**src/pkg/rlc_consts.svh**
```systemverilog
// Register offsets, field positions and reset values for the ladder control block
`ifndef RLC_CONSTS_SVH
`define RLC_CONSTS_SVH
`define RLC_CTRL_OFS        12'h000
`define RLC_CMP_MODE_OFS    12'h004
`define RLC_PORT_DIR_OFS    12'h008
`define RLC_STATUS_OFS      12'h00c
`define RLC_POWER_BIT       7
`define RLC_PIN_DRIVE_BIT   6
`define RLC_RANGE_BIT       5
`define RLC_SUPPLY_BIT      4
`define RLC_CTRL_RESET      8'h00
`define RLC_CMP_MODE_RESET  3'h7
`define RLC_PORT_DIR_RESET  8'hff
`define RLC_MUX_MODE        3'h6
`define RLC_PIN_TWO         2
`define RLC_LOW_DIV         8'h18
`define RLC_HIGH_DIV        8'h20
`define RLC_HIGH_BASE       8'h08
`endif

```
**src/pkg/rlc_pkg.sv**
```systemverilog
// Types shared by the ladder control block
package rlc_pkg;
  typedef struct packed {
    logic       power_on;
    logic       pin_drive;
    logic       range_sel;
    logic       supply_sel;
    logic [3:0] tap_code;
  } rlc_ctrl_t;

  typedef struct packed {
    logic       power_on;
    logic       range_sel;
    logic       supply_sel;
    logic [3:0] tap_code;
    logic       pin_connect;
    logic       cmp_feed;
  } rlc_ladder_t;

  typedef enum logic [1:0] {
    RLC_RESP_OKAY   = 2'b00,
    RLC_RESP_SLVERR = 2'b10
  } rlc_resp_t;
endpackage

```
**src/core/rlc_level_calc.sv**
```systemverilog
// Ladder level numerator and divisor from the tap code and range
`timescale 1ns/10ps
`include "rlc_consts.svh"
module rlc_level_calc
  import rlc_pkg::*;
(
  // Control
  input  wire logic       range_sel,
  input  wire logic [3:0] tap_code,
  // Result: level = numer / denom of the supply span
  output logic [7:0]      level_numer,
  output logic [7:0]      level_denom
);
  always_comb begin
    if (range_sel) begin
      level_numer = {4'h0, tap_code};
      level_denom = `RLC_LOW_DIV;
    end else begin
      level_numer = `RLC_HIGH_BASE + {4'h0, tap_code};
      level_denom = `RLC_HIGH_DIV;
    end
  end
endmodule

```
**src/core/rlc_pin_mux.sv**
```systemverilog
// Shared port pin two routing between ladder output and digital direction
`timescale 1ns/10ps
`include "rlc_consts.svh"
module rlc_pin_mux
  import rlc_pkg::*;
(
  // Control
  input  wire logic pin_drive,
  input  wire logic dir_bit,
  // Pin path
  output logic      analog_connect,
  output logic      digital_oe
);
  // The drive bit wins over the direction bit; the digital driver is cut
  always_comb begin
    analog_connect = pin_drive;
    digital_oe     = ~pin_drive & ~dir_bit;
  end
endmodule

```
**src/core/rlc_top.sv**
```systemverilog
// Reference ladder control block with AXI4-Lite register access
`timescale 1ns/10ps
`include "rlc_consts.svh"
module rlc_top
  import rlc_pkg::*;
(
  // Clock and reset
  input  wire logic        aclk,
  input  wire logic        aresetn,
  // AXI4-Lite write address
  input  wire logic        s_axi_awvalid,
  output logic             s_axi_awready,
  input  wire logic [11:0] s_axi_awaddr,
  input  wire logic [2:0]  s_axi_awprot,
  // AXI4-Lite write data
  input  wire logic        s_axi_wvalid,
  output logic             s_axi_wready,
  input  wire logic [31:0] s_axi_wdata,
  input  wire logic [3:0]  s_axi_wstrb,
  // AXI4-Lite write response
  output logic             s_axi_bvalid,
  input  wire logic        s_axi_bready,
  output logic [1:0]       s_axi_bresp,
  // AXI4-Lite read address
  input  wire logic        s_axi_arvalid,
  output logic             s_axi_arready,
  input  wire logic [11:0] s_axi_araddr,
  input  wire logic [2:0]  s_axi_arprot,
  // AXI4-Lite read data
  output logic             s_axi_rvalid,
  input  wire logic        s_axi_rready,
  output logic [31:0]      s_axi_rdata,
  output logic [1:0]       s_axi_rresp,
  // Analog ladder controls
  output logic             ladder_power_on,
  output logic             ladder_range_select,
  output logic             ladder_supply_select,
  output logic [3:0]       ladder_tap_code,
  output logic             ladder_to_comparators,
  // Shared port pin two
  output logic             ref_pin_connect,
  output logic             pin_two_digital_oe
);
  rlc_ctrl_t   ctrl_q;
  logic [2:0]  cmp_mode_q;
  logic [7:0]  port_dir_q;
  logic        aw_held_q;
  logic [11:0] aw_addr_q;
  logic        w_held_q;
  logic [31:0] w_data_q;
  logic        w_strb0_q;
  rlc_ladder_t lad_q;
  logic        pin_oe_q;
  logic [7:0]  level_numer;
  logic [7:0]  level_denom;
  logic        pin_connect_d;
  logic        pin_oe_d;
  logic        wr_fire;
  logic        rd_fire;
  logic [31:0] rd_data;
  logic        rd_hit;

  // Only these four word offsets answer OKAY; anything else is refused
  function automatic logic addr_known(input logic [11:0] a);
    addr_known = (a == `RLC_CTRL_OFS) || (a == `RLC_CMP_MODE_OFS) ||
                 (a == `RLC_PORT_DIR_OFS) || (a == `RLC_STATUS_OFS);
  endfunction

  // Write channel: address and data are taken in either order
  assign wr_fire = aw_held_q & w_held_q & ~s_axi_bvalid;

  always_ff @(posedge aclk) begin
    if (!aresetn) begin
      aw_held_q <= 1'b0;
      aw_addr_q <= 12'h000;
    end else if (s_axi_awvalid && s_axi_awready) begin
      aw_held_q <= 1'b1;
      aw_addr_q <= {s_axi_awaddr[11:2], 2'b00};
    end else if (wr_fire) begin
      aw_held_q <= 1'b0;
    end
  end

  always_ff @(posedge aclk) begin
    if (!aresetn) begin
      w_held_q  <= 1'b0;
      w_data_q  <= 32'h0000_0000;
      w_strb0_q <= 1'b0;
    end else if (s_axi_wvalid && s_axi_wready) begin
      w_held_q  <= 1'b1;
      w_data_q  <= s_axi_wdata;
      w_strb0_q <= s_axi_wstrb[0];
    end else if (wr_fire) begin
      w_held_q <= 1'b0;
    end
  end

  always_ff @(posedge aclk) begin
    if (!aresetn) begin
      s_axi_awready <= 1'b0;
      s_axi_wready  <= 1'b0;
    end else begin
      s_axi_awready <= ~aw_held_q & ~(s_axi_awvalid & s_axi_awready);
      s_axi_wready  <= ~w_held_q & ~(s_axi_wvalid & s_axi_wready);
    end
  end

  always_ff @(posedge aclk) begin
    if (!aresetn) begin
      s_axi_bvalid <= 1'b0;
      s_axi_bresp  <= RLC_RESP_OKAY;
    end else if (wr_fire) begin
      s_axi_bvalid <= 1'b1;
      s_axi_bresp  <= addr_known(aw_addr_q) ? RLC_RESP_OKAY : RLC_RESP_SLVERR;
    end else if (s_axi_bready) begin
      s_axi_bvalid <= 1'b0;
    end
  end

  // Control register; no sleep input exists, so waking cannot disturb it
  always_ff @(posedge aclk) begin
    if (!aresetn) begin
      ctrl_q <= `RLC_CTRL_RESET;
    end else if (wr_fire && w_strb0_q && aw_addr_q == `RLC_CTRL_OFS) begin
      ctrl_q <= w_data_q[7:0];
    end
  end

  always_ff @(posedge aclk) begin
    if (!aresetn) begin
      cmp_mode_q <= `RLC_CMP_MODE_RESET;
      port_dir_q <= `RLC_PORT_DIR_RESET;
    end else if (wr_fire && w_strb0_q) begin
      if (aw_addr_q == `RLC_CMP_MODE_OFS) begin
        cmp_mode_q <= w_data_q[2:0];
      end
      if (aw_addr_q == `RLC_PORT_DIR_OFS) begin
        port_dir_q <= w_data_q[7:0];
      end
    end
  end

  // Read channel: one read in flight, answer registered on the acceptance edge
  assign rd_fire = s_axi_arvalid & s_axi_arready;

  always_comb begin
    rd_data = 32'h0000_0000;
    rd_hit  = 1'b1;
    case ({s_axi_araddr[11:2], 2'b00})
      `RLC_CTRL_OFS:     rd_data = {24'h000000, ctrl_q};
      `RLC_CMP_MODE_OFS: rd_data = {29'h00000000, cmp_mode_q};
      `RLC_PORT_DIR_OFS: rd_data = {24'h000000, port_dir_q};
      `RLC_STATUS_OFS:   rd_data = {24'h000000, level_denom[5:0],
                                    lad_q.cmp_feed, lad_q.pin_connect};
      default:           rd_hit  = 1'b0;
    endcase
  end

  always_ff @(posedge aclk) begin
    if (!aresetn) begin
      s_axi_arready <= 1'b0;
    end else begin
      s_axi_arready <= ~s_axi_rvalid & ~rd_fire;
    end
  end

  always_ff @(posedge aclk) begin
    if (!aresetn) begin
      s_axi_rvalid <= 1'b0;
      s_axi_rdata  <= 32'h0000_0000;
      s_axi_rresp  <= RLC_RESP_OKAY;
    end else if (rd_fire) begin
      s_axi_rvalid <= 1'b1;
      s_axi_rdata  <= rd_data;
      s_axi_rresp  <= rd_hit ? RLC_RESP_OKAY : RLC_RESP_SLVERR;
    end else if (s_axi_rready) begin
      s_axi_rvalid <= 1'b0;
    end
  end

  rlc_level_calc u_level (
    .range_sel   (ctrl_q.range_sel),
    .tap_code    (ctrl_q.tap_code),
    .level_numer (level_numer),
    .level_denom (level_denom)
  );

  rlc_pin_mux u_pin (
    .pin_drive      (ctrl_q.pin_drive),
    .dir_bit        (port_dir_q[`RLC_PIN_TWO]),
    .analog_connect (pin_connect_d),
    .digital_oe     (pin_oe_d)
  );

  // Ladder controls are registered copies, so they move only after a write
  always_ff @(posedge aclk) begin
    if (!aresetn) begin
      lad_q    <= '0;
      pin_oe_q <= 1'b0;
    end else begin
      lad_q.power_on    <= ctrl_q.power_on;
      lad_q.range_sel   <= ctrl_q.range_sel;
      lad_q.supply_sel  <= ctrl_q.supply_sel;
      lad_q.tap_code    <= ctrl_q.tap_code;
      lad_q.pin_connect <= pin_connect_d;
      // Powered-off ladder still reported as selected; mode gates feed only
      lad_q.cmp_feed    <= (cmp_mode_q == `RLC_MUX_MODE);
      pin_oe_q          <= pin_oe_d;
    end
  end

  // Comparator mode gates only the comparator feed, never the ladder itself
  assign ladder_power_on       = lad_q.power_on;
  assign ladder_range_select   = lad_q.range_sel;
  assign ladder_supply_select  = lad_q.supply_sel;
  assign ladder_tap_code       = lad_q.tap_code;
  assign ladder_to_comparators = lad_q.cmp_feed;
  assign ref_pin_connect       = lad_q.pin_connect;
  assign pin_two_digital_oe    = pin_oe_q;

  // Software is expected to clear power before sleep; nothing enforces it

  chk_power_follow: assert property (@(posedge aclk) disable iff (!aresetn)
    ##1 ladder_power_on == $past(ctrl_q.power_on))
    else $error("ladder power does not follow control bit");
  chk_pin_route: assert property (@(posedge aclk) disable iff (!aresetn)
    ##1 ref_pin_connect == $past(ctrl_q.pin_drive))
    else $error("pin route does not follow drive bit");
  chk_dir_override: assert property (@(posedge aclk) disable iff (!aresetn)
    ref_pin_connect |-> !pin_two_digital_oe)
    else $error("digital driver active while ladder drives pin");
  chk_range_div: assert property (@(posedge aclk) disable iff (!aresetn)
    level_denom == (ctrl_q.range_sel ? 8'h18 : 8'h20))
    else $error("wrong step divisor for range");
  chk_supply_sel: assert property (@(posedge aclk) disable iff (!aresetn)
    ##1 ladder_supply_select == $past(ctrl_q.supply_sel))
    else $error("supply select not following control");
  chk_level_eq: assert property (@(posedge aclk) disable iff (!aresetn)
    !ctrl_q.range_sel |-> level_numer == 8'h08 + {4'h0, ctrl_q.tap_code})
    else $error("high range numerator wrong");
  chk_reset_clear: assert property (@(posedge aclk)
    !aresetn |=> ctrl_q == 8'h00 && !ladder_power_on && !ref_pin_connect)
    else $error("reset did not clear controls");
  chk_steady_tap: assert property (@(posedge aclk) disable iff (!aresetn)
    ($changed(ctrl_q) && $past(aresetn)) |-> $past(wr_fire))
    else $error("control changed without a write");
  chk_cmp_feed: assert property (@(posedge aclk) disable iff (!aresetn)
    ##1 ladder_to_comparators == ($past(cmp_mode_q) == 3'h6))
    else $error("comparator feed outside mux mode");
  chk_indep_mode: assert property (@(posedge aclk) disable iff (!aresetn)
    (ctrl_q.power_on && cmp_mode_q == 3'h7) |=> ladder_power_on)
    else $error("ladder blocked by comparator mode");
  chk_tap_span: assert property (@(posedge aclk) disable iff (!aresetn)
    ##1 ladder_tap_code == $past(ctrl_q.tap_code))
    else $error("tap code not passed on");
  chk_range_follow: assert property (@(posedge aclk) disable iff (!aresetn)
    ##1 ladder_range_select == $past(ctrl_q.range_sel))
    else $error("range select not following control");
  chk_level_low: assert property (@(posedge aclk) disable iff (!aresetn)
    ctrl_q.range_sel |-> level_numer == {4'h0, ctrl_q.tap_code})
    else $error("low range numerator wrong");
  chk_oe_follow: assert property (@(posedge aclk) disable iff (!aresetn)
    ##1 pin_two_digital_oe == $past(!ctrl_q.pin_drive && !port_dir_q[`RLC_PIN_TWO]))
    else $error("digital enable not cut by drive bit");
  chk_write_okay: assert property (@(posedge aclk) disable iff (!aresetn)
    (wr_fire && aw_addr_q == `RLC_CTRL_OFS) |=> s_axi_bvalid && s_axi_bresp == RLC_RESP_OKAY)
    else $error("control write not answered okay");
  chk_write_refused: assert property (@(posedge aclk) disable iff (!aresetn)
    (wr_fire && !addr_known(aw_addr_q)) |=> s_axi_bresp == RLC_RESP_SLVERR)
    else $error("unmapped write not refused");

  // Handshake checks: a pending answer stands, a held item blocks its channel
  chk_bvalid_hold: assert property (@(posedge aclk) disable iff (!aresetn)
    (s_axi_bvalid && !s_axi_bready) |=> s_axi_bvalid && $stable(s_axi_bresp))
    else $error("write response dropped before bready");
  chk_rvalid_hold: assert property (@(posedge aclk) disable iff (!aresetn)
    (s_axi_rvalid && !s_axi_rready) |=> s_axi_rvalid && $stable(s_axi_rdata))
    else $error("read data dropped before rready");
  chk_aw_blocked: assert property (@(posedge aclk) disable iff (!aresetn)
    aw_held_q |-> !s_axi_awready)
    else $error("write address ready while one is held");
  chk_w_blocked: assert property (@(posedge aclk) disable iff (!aresetn)
    w_held_q |-> !s_axi_wready)
    else $error("write data ready while one is held");
  chk_ar_blocked: assert property (@(posedge aclk) disable iff (!aresetn)
    s_axi_rvalid |-> !s_axi_arready)
    else $error("read address ready while a read is pending");

  cov_write_ctrl: cover property (@(posedge aclk) wr_fire && aw_addr_q == `RLC_CTRL_OFS);
  cov_pin_drive:  cover property (@(posedge aclk) ref_pin_connect && ladder_power_on);
  cov_low_range:  cover property (@(posedge aclk) ladder_range_select && ladder_tap_code == 4'hf);
  cov_cmp_feed:   cover property (@(posedge aclk) ladder_to_comparators);
  cov_refused:    cover property (@(posedge aclk) s_axi_bvalid && s_axi_bresp == RLC_RESP_SLVERR);
endmodule

```
**config.mk**
```make
export PLATFORM = sky130hd
export DESIGN_NAME = rlc_top
export DESIGN_NICKNAME = d
export VERILOG_FILES = /design/src/pkg/rlc_pkg.sv /design/src/core/rlc_level_calc.sv /design/src/core/rlc_pin_mux.sv /design/src/core/rlc_top.sv
export VERILOG_INCLUDE_DIRS = /design/src /design/src/pkg
export SDC_FILE = /design/constraint.sdc
export NUM_CORES = 1
export LEC_CHECK = 0
export ABC_AREA = 1
export BUFFER_PORTS_ARGS = -buffer_cell sky130_fd_sc_hd__buf_2
export CAP_MARGIN = 20
export CORE_MARGIN = 2
export CORE_UTILIZATION = 45
export DETAILED_ROUTE_END_ITERATION = 8
export PLACE_DENSITY = 0.81
export SETUP_SLACK_MARGIN = 0.05
export SLEW_MARGIN = 0
export SYNTH_ARGS = -nofsm -noshare
export SYNTH_HDL_FRONTEND = slang
export SYNTH_SLANG_ARGS = --single-unit
```
**constraint.sdc**
```tcl
create_clock -name aclk -period 3.15 [get_ports aclk]
set_clock_uncertainty 0.2 [all_clocks]
set_input_delay 0.315 -clock aclk [delete_from_list [all_inputs] [get_ports aclk]]
set_output_delay 0.315 -clock aclk [all_outputs]
set_load 0.05 [all_outputs]
```
==> flow_summary.json <==
{
  "status": "completed",
  "areaGrowthSynthToFinish_pct": 14.6,
  "setup_tns_ns": 0,
  "finalWirelength_mm": 5.53,
  "worstPathRequired_ns": 3.15,
  "synth_xor_area_share_pct": 0,
  "drv_slew": 0,
  "rsz0062_at_grt": "no",
  "diodes": 0,
  "drv_cap": 0,
  "critical_path_class": "register to register",
  "cts_resized": 0,
  "crit_fanout": 16,
  "netlist_instances": 345,
  "pwr-share-comb_pct": 12.7,
  "synth_area_um2": 2830,
  "synth_compound_area_share_pct": 13.9,
  "final_cell_mix": "dfxtp_1 (65), buf_2 (60), nand2_1 (57)",
  "p_int_mw": 1.30,
  "layout-drive-gt1-share_pct": 25.3,
  "ant_nets": 0,
  "ys_ff_latch": 65,
  "clockBufferDepth": 2,
  "cp.arrival_ns": 1.58,
  "cp_common_cell": "nand2_1",
  "setup_viol": 0,
  "gr-total-overflow": 0,
  "initial_core_util_pct": 47.3,
  "ys_warn_count": 0,
  "clkSlewWorstSetupHoldPaths_ns": 0.07,
  "crit_family": "simple AND/OR/NAND/NOR gates",
  "leakagePower_nw": 1.66,
  "dieArea_um2": 6950,
  "crit_path_max_incr_delay_ns": 0.31,
  "p_clk_share_pct": 38.9,
  "vias": 2283,
  "synth_largest_area_cell": "dfxtp_1",
  "cp-end-kind": "register",
  "dpl-instance-area_um2": 3050,
  "synth_top_family_by_area": "simple AND/OR/NAND/NOR gates",
  "antenna_found_initial": 0,
  "cp_slowest_cell": "dfxtp_1",
  "holdWs_ns": 0.0295,
  "p_sw_uw": 485,
  "cts_made_buffers": 9,
  "drc_errors": 0,
  "power.density_nw_per_um2": 550,
  "worstSetupStartpointType": "register",
  "syn_area_per_cell_um2": 8.21,
  "row_count": 28,
  "htreeDepth": 3,
  "cts_setup_buffers": 0,
  "hold_violations": 0,
  "stdcell_area_um2": 3250,
  "cts_hold_buf": 0,
  "synthSimpleGateAreaFrac_pct": 25.3,
  "max_freq_ghz": 0.634,
  "dp_hpwl_mm": 3.94,
  "synth_area_leaders": "dfxtp_1 (46%), nand2_1 (7.6%), buf_4 (6.9%)",
  "vias_per_cell": 4.74,
  "die_h_um": 83.3,
  "drtIter0Drc": 105,
  "cts_tree": "built",
  "first_pass_iters": 4,
  "seqPwrFrac_pct": 48.4,
  "place.gp.congestion": 0.868,
  "wl_per_cell_um": 11.5,
  "layout_commonest_cell": "dfxtp_1",
  "final_nets": 476,
  "relSlewSlack_pct": 60.0,
  "fin_crit_sh_pct": 50.1,
  "swShare_pct": 27.1,
  "root_buffer": "clkbuf_8",
  "ys_types": 31,
  "core_um2": 5990,
  "yosysSeqAreaShare_pct": 45.9,
  "io_buffers": 60,
  "cts.sinks": 65,
  "path_cells": "nor2_1 -> nand2_1 -> nor2_4 -> nand3_4 -> nand2_1 -> o211ai_2",
  "worst_slew_pin_slew_ns": 0.599,
  "hp-class": "primary input to register",
  "die_width_um": 83.3,
  "grt_usage_pct": 16.6,
  "grt_pass1_wl_mm": 9.49,
  "grt_pass1_vias": 2177,
  "timing.final.crit_period_ns": 1.58,
  "yosysTopAreaCellShare_pct": 45.9,
  "insertion_delay_ns": 0.34,
  "critPathBufInv": 0,
  "yosys.area_share.adder_pct": 0,
  "muxShareOfSynthArea_pct": 0,
  "vdd_ir_drop_max_mv": 0.221,
  "io_pins": 124,
  "grt_max_degree": 49
}
cells by family after synthesis:
kind of cell	after synthesis
other	1
AO/OA/AOI/OAI	63
AND/OR/NAND/NOR	140
buffers and inverters	76
flip-flops	65
path summary, 6_finish.rpt:
path	from	end	slack (ns)	cells after the start
max	aw_addr_q[6]	port_dir_q[3]	1.57	6
min	s_axi_awaddr[4]	aw_addr_q[4]	0.03	3
max reg2reg	aw_addr_q[6]	port_dir_q[3]	1.57	6
min reg2reg	ctrl_q[7]	ladder_power_on	0.24	2
stage by stage:
step / setup slack [ns] / util [%] / total power, mW / instances
2_1_floorplan: 1.50 / - / 1.09 / 370
3_3_place_gp: 1.49 / 50.9 / 1.10 / 467
3_5_place_dp: 1.43 / 50.9 / 1.11 / 467
4_1_cts: 1.54 / 54.2 / 1.80 / 482
5_1_grt: 1.42 / 54.2 / 1.86 / 482
6_report: 1.57 / 54.2 / 1.79 / 482
state kept, by name, summed over array words and instances (netlist names), 3 cells and up:
signal / cells
cmp_mode_q: 3
aw_addr_q: 10
w_data_q: 8
ladder_tap_code: 4
s_axi_rdata: 8
port_dir_q: 8
ctrl_q: 8
final cells by class:
cell class	count	area [µm²]
clock buffer	12	155
clock inverter	3	40.0
fill	569	2750
inverter	37	139
multi-input combinational	229	1210
sequential	65	1300
tap	75	93.8
timing repair buffer	61	308
worst register-to-register path: cells and delay by family, from the launching register on:
| family | cells | cell delay [ns] |
|---|---|---|
| AO/OA/AOI/OAI | 1 | 0.09 |
| flip-flops | 1 | 0.31 |
| AND/OR/NAND/NOR | 5 | 0.84 |
power groups by stage:
stage / Combinational (mW) / Clock [mW] / Sequential [mW]
floorplan: 0.188 / 0 / 0.900
global placement: 0.223 / 0 / 0.882
detailed placement: 0.227 / 0 / 0.883
CTS: 0.228 / 0.707 / 0.865
global route: 0.248 / 0.742 / 0.867
finish: 0.227 / 0.694 / 0.865
per-layer routing:
metal  global-route usage (%)  wire length (µm)  vias to the layer above
met2                     26.4              2550                       78
met1                     20.8              2570                     1019
met3                     5.27               358                        5
met4                     7.00                55                        0
li1                         -                 -                     1181
met5                        0                 0                        -
Yosys cell counts:
| master | n |
|---|---|
| nand3_4 | 2 |
| a21oi_1 | 22 |
| conb_1 | 1 |
| or2_4 | 1 |
| buf_4 | 26 |
| inv_1 | 35 |
| nand2_2 | 3 |
| buf_2 | 3 |
| nor3_1 | 3 |
| nand3_1 | 31 |
| o21ai_0 | 26 |
| nor3_2 | 1 |
| nand3b_4 | 1 |
| nor2_4 | 3 |
| buf_6 | 4 |
| clkbuf_1 | 6 |
| inv_2 | 1 |
| o211ai_2 | 8 |
| o21ai_1 | 2 |
| nor2_2 | 1 |
| dfxtp_1 | 65 |
| a21oi_2 | 2 |
| nor2_1 | 30 |
| nor4_4 | 1 |
| o21ai_2 | 2 |
| nand2_1 | 57 |
| clkinv_1 | 1 |
| a221oi_1 | 1 |
| nand4_1 | 3 |
| nor2_8 | 2 |
| nand3b_1 | 1 |
No activity file was read; power rests on OpenSTA's default activity.
